==> src/rtl/vidcap_pkg.sv <==
package vidcap_pkg;
  // Register index of the vertical delay register.
  localparam logic [7:0] REG_VSYNC_DELAY = 8'h09;
  localparam logic [7:0] VSYNC_DELAY_RESET = 8'h3a;
  // Programmable vertical delay step in system clocks.
  localparam int VSYNC_STEP_CLKS = 32;
  // Fixed input pipeline of the vertical path, least and most clocks.
  localparam int VSYNC_FIXED_MIN = 7;
  localparam int VSYNC_FIXED_MAX = 11;
  // Horizontal timing to first active pixel.
  localparam int HSYNC_COARSE_STEP = 64;
  localparam int HSYNC_FIXED_CLKS = 65;
  // Active pixels per input line.
  localparam int LUMA_PIXELS = 720;
  localparam int CHROMA_PIXELS = 180;
  // Synchroniser stages ahead of the edge logic.
  localparam int SYNC_STAGES = 2;
  // Field identification: an hsync more than half this count after the internal vertical edge marks field B.
  localparam int FIELD_SAMPLE_CLKS = 864;

  typedef struct packed {
    logic [7:0] luma;
    logic [3:0] chroma;
  } vidcap_pixel_t;

  typedef struct packed {
    logic [7:0] u;
    logic [7:0] v;
  } vidcap_chroma_t;

  typedef struct packed {
    logic hsync_in_polarity;
    logic vsync_in_polarity;
    logic chroma_in_signed;
    logic chroma_out_signed;
  } vidcap_cfg_t;
endpackage

==> src/rtl/vidcap_top.sv <==
// Summary of operation
// RULE1: Luma enters as one full 8-bit sample per pixel on eight lines.
// RULE2: Chroma 4:1:1 over four samples, U pairs on upper lines, V on lower.
// RULE3: Output luma and chroma use the same 4:1:1 arrangement as input.
// RULE4: Input and output chroma each unsigned or two's complement by own bit.
// RULE5: System clock supplied must not exceed 27 MHz.
// RULE6: Sync edges are recognised only while the active-low gate is low.
// RULE7: Slow frontends drive half-rate clock on gate; fast ones tie it low.
// RULE8: Horizontal and vertical syncs are sampled with the full-rate clock.
// RULE9: Half-rate enable samples pixel data; quarter-rate enable runs blocks.
// RULE10: Eighth-rate enable aligns the four-sample chroma group.
// RULE11: Fixed capture of 720 luma and 180 chroma pixels per line.
// RULE12: Each sync input has its own polarity setting.
// RULE13: Vertical sync delayed in steps of 32 clocks set by register.
// RULE14: Fixed vertical input delay of 7 to 11 clocks by quarter phase.
// RULE15: Vertical delay register resets to 3A hexadecimal.
// RULE16: Software places internal vertical falling edge in line 2 of field A.
// RULE17: Field A or B identified by sampling relative to internal syncs.
// RULE18: Output alpha-alpha-beta-beta fields or progressive frames from one field; here the interlace flag alternates per field, stays low if progressive.
// RULE19: Output vertical, horizontal, active-video and interlace signals.
// RULE20: System applies active-low reset at least two clocks long.
// RULE21: Software sets coarse delay and pixel phase to match the frontend.
// RULE22: First pixel arrives 64 times coarse plus phase plus 65 clocks after edge.
// RULE23: Blank-line counter counts horizontal syncs from internal vertical fall.
// RULE24: Internal vertical delay is register times 32 plus input delay.
// RULE25: Rate clocks are enables from a free divider restarted by reset.
module vidcap_top (
  // Clock and reset
  input wire logic i_clk,
  input wire logic i_resetn,
  // Sync pins
  input wire logic i_hsync_in,
  input wire logic i_vsync_in,
  input wire logic i_sync_gate_n,
  // Pixel pins
  input wire logic [7:0] i_luma_in,
  input wire logic [3:0] i_chroma_in,
  // Configuration
  input wire vidcap_pkg::vidcap_cfg_t i_cfg,
  input wire logic [7:0] i_hsync_delay_coarse,
  input wire logic [5:0] i_input_pixel_phase,
  // Register port
  input wire logic i_reg_we,
  input wire logic [7:0] i_reg_addr,
  input wire logic [7:0] i_reg_wdata,
  output logic [7:0] o_reg_rdata,
  // Output mode, low selects field-repeat interlaced
  input wire logic i_mode_progressive,
  // Video outputs
  output logic [7:0] o_luma_out,
  output logic [3:0] o_chroma_out,
  output logic o_active_video_out,
  output logic o_hsync_out,
  output logic o_vsync_out,
  output logic o_interlaced,
  // Status
  output logic o_internal_vsync,
  output logic o_internal_hsync,
  output logic o_field_b,
  output logic [9:0] o_input_blank_lines,
  output logic [9:0] o_pixel_count
);
  logic [7:0] vsync_delay;
  logic [2:0] div;
  logic half_rate_clock;
  logic quarter_rate_clock;
  logic eighth_rate_clock;
  logic [vidcap_pkg::SYNC_STAGES-1:0] hs_sync;
  logic [vidcap_pkg::SYNC_STAGES-1:0] vs_sync;
  logic [vidcap_pkg::SYNC_STAGES-1:0] gate_sync;
  logic hs_q;
  logic vs_q;
  logic hs_edge;
  logic vs_edge;
  logic vs_act;
  logic vs_act_q;
  logic [15:0] hcnt;
  logic h_armed;
  logic [15:0] first_pix;
  logic capturing;
  logic [1:0] grp;
  logic [13:0] vdly_cnt;
  logic vdly_run;
  logic vs_lvl;
  logic internal_vsync;
  logic [9:0] blank_cnt;
  logic [11:0] fid_cnt;
  logic fid_run;
  logic field_b;
  logic [1:0] out_phase;
  vidcap_pkg::vidcap_chroma_t cap_uv;
  vidcap_pkg::vidcap_chroma_t out_uv;
  logic [7:0] luma_q;
  logic [7:0] luma_cap;
  logic [3:0] chroma_q;

  // Flips the top bit to convert between unsigned and two's complement.
  function automatic logic [7:0] conv_fmt(input logic [7:0] x, input logic sgn);
    conv_fmt = sgn ? {~x[7], x[6:0]} : x;
  endfunction

  // RULE15: reset value
  always_ff @(posedge i_clk) begin
    if (!i_resetn) begin
      vsync_delay <= vidcap_pkg::VSYNC_DELAY_RESET;
    end else if (i_reg_we && i_reg_addr == vidcap_pkg::REG_VSYNC_DELAY) begin
      vsync_delay <= i_reg_wdata;
    end
  end

  always_comb begin
    o_reg_rdata = (i_reg_addr == vidcap_pkg::REG_VSYNC_DELAY) ? vsync_delay : 8'h00;
  end

  // RULE25: free divider
  always_ff @(posedge i_clk) begin
    if (!i_resetn) begin
      div <= 3'h0;
    end else begin
      div <= div + 3'h1;
    end
  end

  // RULE9: half and quarter enables
  assign half_rate_clock = div[0];
  assign quarter_rate_clock = div[1:0] == 2'h3;
  // RULE10: eighth enable
  assign eighth_rate_clock = div == 3'h7;

  // RULE8: full-rate sampling
  always_ff @(posedge i_clk) begin
    if (!i_resetn) begin
      hs_sync <= '0;
      vs_sync <= '0;
      gate_sync <= '1;
      hs_q <= 1'b0;
      vs_q <= 1'b0;
    end else begin
      hs_sync <= {hs_sync[0], i_hsync_in};
      vs_sync <= {vs_sync[0], i_vsync_in};
      gate_sync <= {gate_sync[0], i_sync_gate_n};
      // RULE6: gated sampling
      if (!gate_sync[1]) begin
        // RULE12: polarity
        hs_q <= hs_sync[1] ^ i_cfg.hsync_in_polarity;
        vs_q <= vs_sync[1] ^ i_cfg.vsync_in_polarity;
      end
    end
  end

  // Active edge is a fall of the polarity-normalised level.
  logic hs_norm;
  logic vs_norm;
  assign hs_norm = hs_sync[1] ^ i_cfg.hsync_in_polarity;
  assign vs_norm = vs_sync[1] ^ i_cfg.vsync_in_polarity;
  assign hs_edge = !gate_sync[1] && hs_q && !hs_norm;
  assign vs_edge = !gate_sync[1] && vs_q && !vs_norm;

  // RULE22: horizontal timing
  always_ff @(posedge i_clk) begin
    if (!i_resetn) begin
      hcnt <= 16'h0000;
      h_armed <= 1'b0;
      first_pix <= 16'h0000;
    end else if (hs_edge) begin
      // The count starts at the pin edge, so it covers the synchroniser and the edge compare.
      hcnt <= 16'(vidcap_pkg::SYNC_STAGES + 1);
      h_armed <= 1'b1;
      first_pix <= 16'(int'(i_hsync_delay_coarse) * vidcap_pkg::HSYNC_COARSE_STEP
        + int'(i_input_pixel_phase) + vidcap_pkg::HSYNC_FIXED_CLKS);
    end else if (h_armed) begin
      hcnt <= hcnt + 16'h0001;
      if (hcnt == first_pix) begin
        h_armed <= 1'b0;
      end
    end
  end

  assign o_internal_hsync = hs_edge;

  // RULE11: fixed pixel count
  always_ff @(posedge i_clk) begin
    if (!i_resetn) begin
      capturing <= 1'b0;
      o_pixel_count <= 10'h000;
    end else if (h_armed && hcnt == first_pix) begin
      capturing <= 1'b1;
      o_pixel_count <= 10'h000;
    end else if (capturing && half_rate_clock) begin
      if (o_pixel_count == 10'(vidcap_pkg::LUMA_PIXELS - 1)) begin
        capturing <= 1'b0;
      end
      o_pixel_count <= o_pixel_count + 10'h001;
    end
  end

  // RULE1: luma sampling
  always_ff @(posedge i_clk) begin
    if (!i_resetn) begin
      luma_q <= 8'h00;
      chroma_q <= 4'h0;
      luma_cap <= 8'h00;
      grp <= 2'h0;
      cap_uv <= '0;
    end else begin
      luma_q <= i_luma_in;
      chroma_q <= i_chroma_in;
      // RULE9: half-rate data capture
      if (half_rate_clock && capturing) begin
        luma_cap <= luma_q;
        grp <= grp + 2'h1;
        // RULE2: chroma bit pairs
        case (grp)
          2'h0: begin
            cap_uv.u[7:6] <= chroma_q[3:2];
            cap_uv.v[7:6] <= chroma_q[1:0];
          end
          2'h1: begin
            cap_uv.u[5:4] <= chroma_q[3:2];
            cap_uv.v[5:4] <= chroma_q[1:0];
          end
          2'h2: begin
            cap_uv.u[3:2] <= chroma_q[3:2];
            cap_uv.v[3:2] <= chroma_q[1:0];
          end
          default: begin
            cap_uv.u[1:0] <= chroma_q[3:2];
            cap_uv.v[1:0] <= chroma_q[1:0];
          end
        endcase
      end else if (!capturing) begin
        // RULE10: group realigned before each line
        grp <= 2'h0;
      end
    end
  end

  // RULE4: format conversion per group
  always_ff @(posedge i_clk) begin
    if (!i_resetn) begin
      out_uv <= '0;
    end else if (eighth_rate_clock) begin
      out_uv.u <= conv_fmt(conv_fmt(cap_uv.u, i_cfg.chroma_in_signed), i_cfg.chroma_out_signed);
      out_uv.v <= conv_fmt(conv_fmt(cap_uv.v, i_cfg.chroma_in_signed), i_cfg.chroma_out_signed);
    end
  end

  // RULE3: output arrangement
  always_ff @(posedge i_clk) begin
    if (!i_resetn) begin
      o_luma_out <= 8'h00;
      o_chroma_out <= 4'h0;
      out_phase <= 2'h0;
      o_active_video_out <= 1'b0;
    end else if (half_rate_clock) begin
      o_luma_out <= luma_cap;
      o_active_video_out <= capturing;
      out_phase <= capturing ? out_phase + 2'h1 : 2'h0;
      case (out_phase)
        2'h0: o_chroma_out <= {out_uv.u[7:6], out_uv.v[7:6]};
        2'h1: o_chroma_out <= {out_uv.u[5:4], out_uv.v[5:4]};
        2'h2: o_chroma_out <= {out_uv.u[3:2], out_uv.v[3:2]};
        default: o_chroma_out <= {out_uv.u[1:0], out_uv.v[1:0]};
      endcase
    end
  end

  // RULE14: fixed input delay aligned to quarter phase
  always_ff @(posedge i_clk) begin
    if (!i_resetn) begin
      vs_act <= 1'b0;
      vs_act_q <= 1'b0;
    end else begin
      if (vs_edge) begin
        vs_act <= 1'b1;
      end else if (quarter_rate_clock) begin
        vs_act <= 1'b0;
      end
      vs_act_q <= vs_act && quarter_rate_clock;
    end
  end

  // RULE13: programmable delay
  // RULE24: total vertical delay
  always_ff @(posedge i_clk) begin
    if (!i_resetn) begin
      vdly_cnt <= 14'h0000;
      vdly_run <= 1'b0;
      internal_vsync <= 1'b1;
      vs_lvl <= 1'b1;
    end else begin
      vs_lvl <= 1'b1;
      if (vs_act_q) begin
        vdly_cnt <= 14'(int'(vsync_delay) * vidcap_pkg::VSYNC_STEP_CLKS);
        vdly_run <= 1'b1;
      end else if (vdly_run) begin
        if (vdly_cnt == 14'h0000) begin
          vdly_run <= 1'b0;
          vs_lvl <= 1'b0;
        end else begin
          vdly_cnt <= vdly_cnt - 14'h0001;
        end
      end
      internal_vsync <= vs_lvl;
    end
  end

  assign o_internal_vsync = internal_vsync;
  logic ivs_fall;
  assign ivs_fall = internal_vsync && !vs_lvl;

  // RULE23: blank line counter
  always_ff @(posedge i_clk) begin
    if (!i_resetn) begin
      blank_cnt <= 10'h000;
    end else if (ivs_fall) begin
      blank_cnt <= 10'h000;
    end else if (hs_edge) begin
      blank_cnt <= blank_cnt + 10'h001;
    end
  end
  assign o_input_blank_lines = blank_cnt;

  // RULE17: field identification
  always_ff @(posedge i_clk) begin
    if (!i_resetn) begin
      fid_cnt <= 12'h000;
      fid_run <= 1'b0;
      field_b <= 1'b0;
    end else if (ivs_fall) begin
      fid_cnt <= 12'h000;
      fid_run <= 1'b1;
    end else if (fid_run) begin
      fid_cnt <= fid_cnt + 12'h001;
      if (hs_edge) begin
        fid_run <= 1'b0;
        field_b <= fid_cnt > 12'(vidcap_pkg::FIELD_SAMPLE_CLKS / 2);
      end
    end
  end
  assign o_field_b = field_b;

  // RULE18: output field sequence
  // RULE19: output syncs
  logic [1:0] seq;
  always_ff @(posedge i_clk) begin
    if (!i_resetn) begin
      seq <= 2'h0;
      o_vsync_out <= 1'b0;
      o_hsync_out <= 1'b0;
      o_interlaced <= 1'b0;
    end else begin
      o_hsync_out <= hs_edge || (h_armed && hcnt < 16'(vidcap_pkg::VSYNC_STEP_CLKS));
      o_vsync_out <= ivs_fall;
      if (ivs_fall) begin
        seq <= seq + (i_mode_progressive ? 2'h2 : 2'h1);
        o_interlaced <= i_mode_progressive ? 1'b0 : seq[0];
      end
    end
  end

endmodule // vidcap_top

==> config.mk <==
export PLATFORM = sky130hd
export DESIGN_NAME = vidcap_top
export DESIGN_NICKNAME = d
export VERILOG_FILES = /design/src/rtl/vidcap_pkg.sv /design/src/rtl/vidcap_top.sv
export SDC_FILE = /design/constraint.sdc
export NUM_CORES = 1
export LEC_CHECK = 0
export BUFFER_PORTS_ARGS = -buffer_cell sky130_fd_sc_hd__buf_2
export CORE_MARGIN = 1.5
export CORE_UTILIZATION = 52
export DETAILED_ROUTE_END_ITERATION = 8
export GPL_ROUTABILITY_DRIVEN = 0
export PLACE_DENSITY = 0.8
export SETUP_SLACK_MARGIN = 0.4
export SYNTH_ARGS = -nofsm -noshare
export SYNTH_HDL_FRONTEND = slang
export SYNTH_SLANG_ARGS = --single-unit
==> constraint.sdc <==
create_clock -name i_clk -period 1.8 [get_ports i_clk]
set_clock_uncertainty 0.15 [all_clocks]
set_input_delay 0.36 -clock i_clk [delete_from_list [all_inputs] [get_ports i_clk]]
set_output_delay 0.36 -clock i_clk [all_outputs]
set_load 0.02 [all_outputs]
==> metrics.cfg, run 1 <==
[status]
status=complete, but fails checks
violations=negative setup slack

[setup_path]
r2r_start=hcnt[5]$_SDFFE_PP0P_
start_kind=input pin
reg2reg_depth=6
critical_path_class=input pin to output port
critPathCaptureType=output port
cp-startpoint=i_reg_addr[4]
cp_common_cell=buf_6
cp.arrival_ps=1500
max_stage_delay_ps=530
path_delay_family=simple AND/OR/NAND/NOR gates
required_ps=1290
crit_chain=buf_2 > or4_4 > nor2_4 > buf_6 > and2_4 > buf_6
worstPathMaxFanout=5
path_depth=6
cp.buffers_inverters=3
critical-path-slowest-cell=or4_4

[floorplan]
pin_count=100
start_util=0.5281
row_count=44
fp.dieW_um=124.0
fp.dieH_um=124.0
core_mm2=0.01442
die-area_mm2=0.01538

[timing]
finalSetupViolCount=16
slew-limit-headroom=0.7029
fmax_ghz=0.4985
min_period_ps=2006
finalCritPeriodShare=1.114
setup_ws_ps=-206.0
final-hold-violation-count=0
worst_slew_pin_slew_ps=445.6
rsz0062_at_grt=yes
final_max_slew_viol_count=0

[synthesis]
yosysTopAreaCell=dfxtp_1
synth_commonest_cells=dfxtp_1 (178), nand2_1 (96), nor2_1 (58)
synth_warnings=0
syn_inst=822
yosysTopAreaCellShare=0.4678
ys.flop_type=dfxtp_1
syn_nets=894
synth_area_mm2=0.007617
yosysSeqAreaShare=0.4678
ys_seq_elements=178
synth_area_leaders=dfxtp_1 (47%), xor2_1 (5.9%), nand2_1 (4.7%)
synth_edf_count=0
syn_area_per_cell_um2=9.267
ys_types=52
async_flop_share=0
yosysMostFrequentCell=dfxtp_1

[global_route]
track_usage=0.2619
grt_max_degree=73
grt_pass1_vias=6680
antenna_found_initial=1
grt_pass1_wl_um=31440
gr-total-overflow=0

[pwr]
power.clock.fraction=0.460
p_int_mw=6.224
leakagePower_nw=4.431
powerDensity_mw_per_mm2=721.4
p_total_mw=8.076
switchingPower_mw=1.852
peakVddDrop_v=0.0007137
pwr-share-comb=0.050
p_seq_frac=0.490
switching_share=0.2294

[drt]
wl_met3_um=1221
drt_iter0_drc=588
route.met2.wl_um=12710
avgRoutedWirePerCell_um=19.41
vias=7090
wirelength_met1_um=8852
via_per_inst=5.802
drc=0
antenna_left=0
routed_wirelength_um=23720
drt_pre_antenna_iters=6
routed.top_layer=met5

[placement]
io_buffers=99
place_ws_ps=-243.1
post-dp-hpwl_um=10920

[layout]
nFillCells=762
finalNetCount=1098
syn2layout_area_growth_pct=46.98
n_antenna_cell=0
drive_above_1_share=0.4345

[clocking]
cts_tree=done
clockBufferDepth=2
insertion_delay_ps=430
numCtsBuffers=17
root_buffer=clkbuf_16
cts.sinks=178
cts.clk_slew.worst_paths_ps=70
htreeDepth=4

[job]
maxCapViolations=0

[hold_path]
worstHoldStart=i_hsync_in
holdCritPathClass=input pin to flop
whs_path_depth=2

[state kept, by name, summed over array words and instances, names as in the netlist, 4 cells and up]
signal and count:
o_luma_out 8, o_input_blank_lines 10, hcnt 16, o_chroma_out 4, vsync_delay 8, fid_cnt 12, vdly_cnt 14, cap_uv 16
luma_q 8, chroma_q 4, first_pix 15, o_pixel_count 10, out_uv 16, luma_cap 8
[power by group through the flow]
stage          sequential, mW  combinational [mW]  clock [mW]
3_5_place_dp             4.08               0.293           0
2_1_floorplan            4.07               0.186           0
3_3_place_gp             4.08               0.287           0
5_1_grt                  3.96               0.427        3.90
4_1_cts                  3.97               0.347        3.67
6_report                 3.96               0.400        3.72
[cells by family (layout without fill, tap and decap cells)]
logic type,after synthesis,in the layout,share of synthesized area
adders and majority gates,19,19,0.03121
muxes,32,32,0.04205
buffers and inverters,55,270,0.02924
AOI/OAI and AO/OA,120,121,0.1101
and+or+nand+nor,336,336,0.2254
DFF,178,178,0.4678
xor gates and xnor gates,82,82,0.09428
[through the flow]
step	setup TNS (ps)	hold WS (ps)	cells	instance area, µm²	util
3_3_place_gp	-2803	255.2	1098	8727	0.6050
5_1_grt	-2198	16.69	1222	11200	0.7762
6_report	-1781	18.68	1222	11200	0.7762
2_1_floorplan	-379.6	236.3	822	7959	-
4_1_cts	-1735	0.1312	1192	10560	0.7319
3_5_place_dp	-3702	253.6	1098	8727	0.6050
[routing by layer]
layer | up-vias | global-route usage
met5 | - | 0
met4 | 2 | 0.1335
met3 | 91 | 0.05540
met2 | 324 | 0.4741
met1 | 3453 | 0.2886
li1 | 3220 | -
[worst reg2reg max path, cell delays in order, from the launching register on]
cell	delay, ps
dfxtp_4	390
xor2_2	190
nor4_2	320
nand4_1	170
buf_6	180
or2_4	230
a21boi_2	150
[cell usage in the layout, fill, tap and decap left out, drive strengths merged, types with 4 or more instances in the layout]
cell type and count:
ha 19, inv 19, mux2i 32, and2 30, nand2 96, or3 7, and4 4, a211oi 4
dlygate4sd3 12, clkinvlp 4, nor2 59, and3 9, nand2b 7, a21boi 36, nor4 8, nor3 9
nand4 18, nand3 45, a222oi 4, xnor2 31, dfxtp 178, o21ai 31, nor2b 35, xor2 51
a21oi 27, o211a 6, buf 210, clkbuf 21
[final cells by class]
type	count	area (µm²)	share of cell area
multi-input combinational	590	4609	0.4117
clock buffer	20	446.7	0.03990
clock inverter	11	128.9	0.01151
inverter	16	76.32	0.006817
timing repair buffer	223	1978	0.1767
tap	184	230.2	0.02056
sequential	178	3726	0.3328
[worst paths after layout]
check | to | slack [ps]
setup / recovery | o_reg_rdata[5] | -210
hold / removal | hs_sync[0]$_SDFF_PN0_ | 20
setup reg to reg | capturing$_SDFFE_PN0P_ | -50
hold reg to reg | hs_sync[1]$_SDFF_PN0_ | 290
[repair_timing]
item / CTS / global route
gates cloned: 3 / 0
endpoints found under the hold margin: 12 / 0
hold buffers: 12 / 0
gates resized for setup: 231 / 118
setup buffers: 48 / 30
pin swaps: 52 / 69
endpoints found under the setup margin: 146 / 158
(Power assumes the default switching activity.)
==> run 2: changes to the inputs <==
--- a/config.mk
+++ b/config.mk
@@ -11,6 +11,7 @@
 export DETAILED_ROUTE_END_ITERATION = 8
 export GPL_ROUTABILITY_DRIVEN = 0
 export PLACE_DENSITY = 0.8
+export RECOVER_POWER = 25
 export SETUP_SLACK_MARGIN = 0.4
 export SYNTH_ARGS = -nofsm -noshare
 export SYNTH_HDL_FRONTEND = slang
==> metrics.cfg, run 2 (synthesis results as in run 1) <==
[clocking]
clockBufferDepth=2  ; unchanged
cts_tree=done
insertion_delay_ps=430  ; about the same
root_buffer=clkbuf_16
cts.sinks=178  ; unchanged
cts.clk_slew.worst_paths_ps=70  ; about the same
htreeDepth=4  ; unchanged
numCtsBuffers=17  ; unchanged

[layout]
syn2layout_area_growth_pct=46.48
finalNetCount=1098  ; unchanged
n_antenna_cell=0  ; unchanged
final_common_cell=dfxtp_1
layout_common_cells=dfxtp_1 (97), buf_4 (75), nand2_1 (74)
final_area_mm2=0.01116  ; -0.33%
drive_above_1_share=0.4306  ; -0.003854
top_regs=cap_uv (16), hcnt (16), out_uv (16)

[setup_path]
path_delay_family=simple AND/OR/NAND/NOR gates
cp_common_cell=buf_6
start_kind=input pin
critPathCaptureType=output port
critical-path-slowest-cell=or4_4
critical_path_class=input pin to output port
path_depth=6  ; unchanged
r2r_slack_ps=-50  ; about the same
rr_endpoint=capturing$_SDFFE_PN0P_
crit_chain=buf_2 > or4_4 > nor2_4 > buf_6 > and2_4 > buf_6
max_stage_delay_ps=530  ; about the same
required_ps=1290  ; about the same
cp.buffers_inverters=3  ; unchanged
r2r_start=hcnt[5]$_SDFFE_PP0P_
reg2reg_depth=6  ; unchanged
cp-endpoint=o_reg_rdata[5]
worstPathMaxFanout=5  ; unchanged
cp.arrival_ps=1500  ; about the same
cp-startpoint=i_reg_addr[4]

[global_route]
grt_pass1_vias=6680  ; unchanged
grt_max_degree=73  ; unchanged
track_usage=0.2619  ; unchanged
gr-total-overflow=0  ; unchanged
antenna_found_initial=1  ; unchanged
grt_pass1_wl_um=31440  ; unchanged

[drt]
drt_pre_antenna_iters=5  ; -1
antenna_left=0  ; unchanged
vias=7096  ; +0.085%
drc=0  ; unchanged
via_per_inst=5.807  ; about the same
routed_wirelength_um=23760  ; +0.15%
avgRoutedWirePerCell_um=19.44  ; +0.15%
drt_iter0_drc=607  ; +3.2%

[status]
violations=negative setup slack
status=complete, but fails checks

[timing]
setup_ws_ps=-206.3  ; -0.3120 ps
worst_slew_pin_slew_ps=818.0  ; +372.3 ps
setup_tns_ps=-1828  ; -47.12 ps
final-hold-violation-count=0  ; unchanged
finalSetupViolCount=16  ; unchanged
fmax_ghz=0.4984  ; about the same
slew-limit-headroom=0.4547  ; -0.2482
finalCritPeriodShare=1.115  ; about the same
rsz0062_at_grt=yes
min_period_ps=2006  ; +0.3120 ps
final_max_slew_viol_count=0  ; unchanged

[hold_path]
whs_path_depth=2  ; unchanged
worstHoldStart=i_hsync_in
holdCritPathClass=input pin to flop

[placement]
io_buffers=99  ; unchanged
post-dp-hpwl_um=10920  ; unchanged
placed_area_mm2=0.008727  ; unchanged

[pwr]
leakagePower_nw=4.412  ; -0.41%
peakVddDrop_v=0.0007146  ; +0.13%
p_total_mw=8.071  ; about the same
powerDensity_mw_per_mm2=723.3  ; +0.27%

[job]
maxCapViolations=0  ; unchanged

[floorplan]
pin_count=100  ; unchanged
die-area_mm2=0.01538  ; unchanged
row_count=44  ; unchanged
start_util=0.5281  ; unchanged
fp.dieW_um=124.0  ; unchanged
core_mm2=0.01442  ; unchanged
fp.dieH_um=124.0  ; unchanged

-- run 2: changes by cell type in the layout (fill, tap and decap cells not counted), moves of 2 or more --
cell / previous run / this run
clkbuf_2: 0 / 3
buf_4: 79 / 75
clkbuf_1: 2 / 4
and2_0: 0 / 2
and2_1: 20 / 18
-- run 2: through the flow --
step                hold WS, ps  utilization  setup WS, ps  std cells
global placement          255.2       0.6050        -194.9       1098
finish                    29.85       0.7736        -206.3       1222
CTS                      0.1312       0.7319        -206.9       1192
global route              19.08       0.7736        -218.2       1222
detailed placement        253.6       0.6050        -243.1       1098
floorplan                 236.3            -        -63.26        822
-- run 2: worst reg2reg max path, delay by kind of cell (launching register included) --
family                 cells  cell delay [ps]
flip-flops                 1              390
buffers and inverters      1              180
AO/OA/AOI/OAI              1              160
XOR/XNOR                   1              190
AND/OR/NAND/NOR            3              720
-- run 2: final cells by class --
type,count,area (µm²)
sequential,178,3722
tap,184,230.2
clock inverter,11,128.9
inverter,16,76.32
timing repair buffer,223,1947
fill,773,3266
multi-input combinational,590,4607
clock buffer,20,446.7
-- run 2: how the worst min path moves through the flow --
stage                              endpoint  slack (ps)
detailed placement  gate_sync[1]$_SDFF_PN1_         250
global placement    gate_sync[1]$_SDFF_PN1_         260
global route           luma_q[2]$_SDFF_PN0_          20
floorplan           gate_sync[1]$_SDFF_PN1_         240
finish                hs_sync[0]$_SDFF_PN0_          30
CTS                    luma_q[2]$_SDFF_PN0_         0.1
-- run 2: repair_timing --
item	in CTS	in global routing
gates resized for setup	231	118
hold buffers	12	0
pin swaps	52	69
cloned	3	0
setup buffers	48	30
setup endpoints to repair	146	158
endpoints found under the hold margin	12	0
-- run 2: metal layers --
layer,track usage,up-vias,wire length [µm]
li1,-,3225,-
met1,0.2886,3477,8996
met2,0.4741,302,12630
met3,0.05540,90,1162
met4,0.1335,2,950
met5,0,-,12
-- run 2: where the power goes --
part,internal [mW],switching [mW]
Clock,2.09,1.63
Sequential,3.93,0.0253
Combinational,0.192,0.199
Total,6.22,1.85
==> run 3: changes to the inputs <==
--- a/config.mk
+++ b/config.mk
@@ -8,6 +8,7 @@
 export BUFFER_PORTS_ARGS = -buffer_cell sky130_fd_sc_hd__buf_2
 export CORE_MARGIN = 1.5
 export CORE_UTILIZATION = 52
+export CTS_CLUSTER_DIAMETER = 120
 export DETAILED_ROUTE_END_ITERATION = 8
 export GPL_ROUTABILITY_DRIVEN = 0
 export PLACE_DENSITY = 0.8
==> constraint.sdc (replaced) <==
create_clock -name i_clk -period 1.8 [get_ports i_clk]
set_clock_uncertainty 0.15 [all_clocks]
set_input_delay 0.45 -clock i_clk [delete_from_list [all_inputs] [get_ports i_clk]]
set_output_delay 0.45 -clock i_clk [all_outputs]
set_load 0.02 [all_outputs]
==> metrics.cfg, run 3 (synthesis results as in run 1) <==
[drt]
drc=0  ; unchanged
avgRoutedWirePerCell_um=23.16  ; +19%
via_per_inst=6.144  ; +5.8%
drt_pre_antenna_iters=6  ; +1
antenna_left=0  ; unchanged
drt_iter0_drc=667  ; +9.9%
vias=7582  ; +6.8%
routed_wirelength_um=28580  ; +20%

[floorplan]
die-area_mm2=0.01538  ; unchanged
row_count=44  ; unchanged
core_mm2=0.01442  ; unchanged
fp.dieW_um=124.0  ; unchanged
pin_count=100  ; unchanged
start_util=0.5281  ; unchanged
fp.dieH_um=124.0  ; unchanged

[clocking]
cts.sinks=178  ; unchanged
cts_hold_buf=0  ; -12
root_buffer=clkbuf_16
cts_tree=done
cts.clk_slew.worst_paths_ps=70  ; about the same
insertion_delay_ps=450  ; +20 ps
clockBufferDepth=2  ; unchanged
numCtsBuffers=17  ; unchanged
htreeDepth=4  ; unchanged

[status]
status=complete, but fails checks
violations=negative setup slack

[global_route]
track_usage=0.2898  ; +0.02788
grt_pass1_wl_um=34380  ; +9.3%
gr-total-overflow=0  ; unchanged
antenna_found_initial=2  ; +1
grt_pass1_vias=6755  ; +1.1%
grt_max_degree=79  ; +8.2%

[placement]
post-dp-hpwl_um=10810  ; -0.95%
dp_cells=1099  ; +0.091%
place_ws_ps=-415.9  ; -172.9 ps
io_buffers=99  ; unchanged

[timing]
slew-limit-headroom=0.2817  ; -0.1730
rsz0062_at_grt=yes
final-hold-violation-count=0  ; unchanged
finalSetupViolCount=74  ; +58
final_max_slew_viol_count=0  ; unchanged
worst_slew_pin_slew_ps=1077  ; +259.4 ps
min_period_ps=2147  ; +141.1 ps
setup_tns_ps=-8295  ; -6467 ps
fmax_ghz=0.4657  ; -6.6%
whs_ps=63.81  ; +33.97 ps
finalCritPeriodShare=1.193  ; +0.07838
setup_ws_ps=-347.4  ; -141.1 ps

[hold_path]
holdCritPathClass=input pin to flop
worstHoldStart=i_chroma_in[1]

[layout]
final_common_cell=dfxtp_1
finalNetCount=1107  ; +0.82%
top_regs=cap_uv (16), hcnt (16), out_uv (16)
syn2layout_area_growth_pct=53.04
drive_above_1_share=0.4885  ; +0.05791
layoutNonFillerInstCount=1234  ; +0.98%
layout_common_cells=dfxtp_1 (99), buf_6 (93), buf_4 (70)

[setup_path]
required_ps=1200  ; -90 ps
critPathCaptureType=output port
cp-startpoint=i_reg_addr[5]
start_kind=input pin
r2r_start=first_pix[4]$_SDFFE_PN0P_
worstPathMaxFanout=5  ; unchanged
critical_path_class=input pin to output port
cp.arrival_ps=1550  ; +50 ps

[job]
maxCapViolations=0  ; unchanged

[pwr]
leakagePower_nw=4.609  ; +4.5%
powerDensity_mw_per_mm2=716.9  ; -0.88%
peakVddDrop_v=0.0007106  ; -0.56%

-- run 3: worst paths after layout --
| path | end | cells after the start | slack [ps] |
|---|---|---|---|
| setup / recovery | o_reg_rdata[7] | 5 | -350 |
| hold / removal | chroma_q[1]$_SDFF_PN0_ | 2 | 60 |
| setup reg to reg | o_pixel_count[9]$_SDFFE_PP0P_ | 6 | -190 |
| hold reg to reg | gate_sync[1]$_SDFF_PN1_ | 1 | 280 |
-- run 3: per-layer routing --
layer	global-route usage	up-vias	part of all wire
met5	0	-	0
met4	0.1271	0	0.071
met3	0.06181	186	0.062
met2	0.5238	474	0.51
met1	0.3280	3682	0.36
li1	-	3240	-
-- run 3: cell type report --
| cell class | instances | area [µm²] |
|---|---|---|
| Multi-Input combinational cell | 591 | 4885 |
| Sequential cell | 178 | 3727 |
| Fill cell | 696 | 2766 |
| Timing Repair Buffer | 231 | 2132 |
| Clock buffer | 19 | 464.2 |
| Tap cell | 184 | 230.2 |
| Clock inverter | 13 | 146.4 |
| Inverter | 16 | 67.56 |
| Antenna cell | 2 | 5.005 |
-- run 3: report_power, final --
part / switching [mW] / total [mW] / internal [mW] / leakage [nW]
logic: 0.233 / 0.443 / 0.211 / 2.83
clock network: 1.77 / 3.96 / 2.19 / 0.296
registers: 0.0287 / 3.96 / 3.93 / 1.49
total: 2.03 / 8.36 / 6.33 / 4.61
-- run 3: through the flow --
step | instance area, µm² | utilization | power, mW
2_1_floorplan | 8003 | - | 4.260
3_3_place_gp | 8771 | 0.6081 | 4.380
3_5_place_dp | 8771 | 0.6081 | 4.383
4_1_cts | 10920 | 0.7569 | 8.170
5_1_grt | 11660 | 0.8082 | 8.524
6_report | 11660 | 0.8082 | 8.357
-- run 3: repair_timing --
action | CTS | global route
gates cloned | 5 | 1
pin swaps | 69 | 77
setup buffers | 64 | 31
gates resized for setup | 302 | 133
endpoints found under the setup margin | 150 | 170
-- run 3: critical path, stage by stage --
cell	delay (ps)
buf_6	90
or4_4	570
nor2_4	160
and2_4	170
buf_6	110
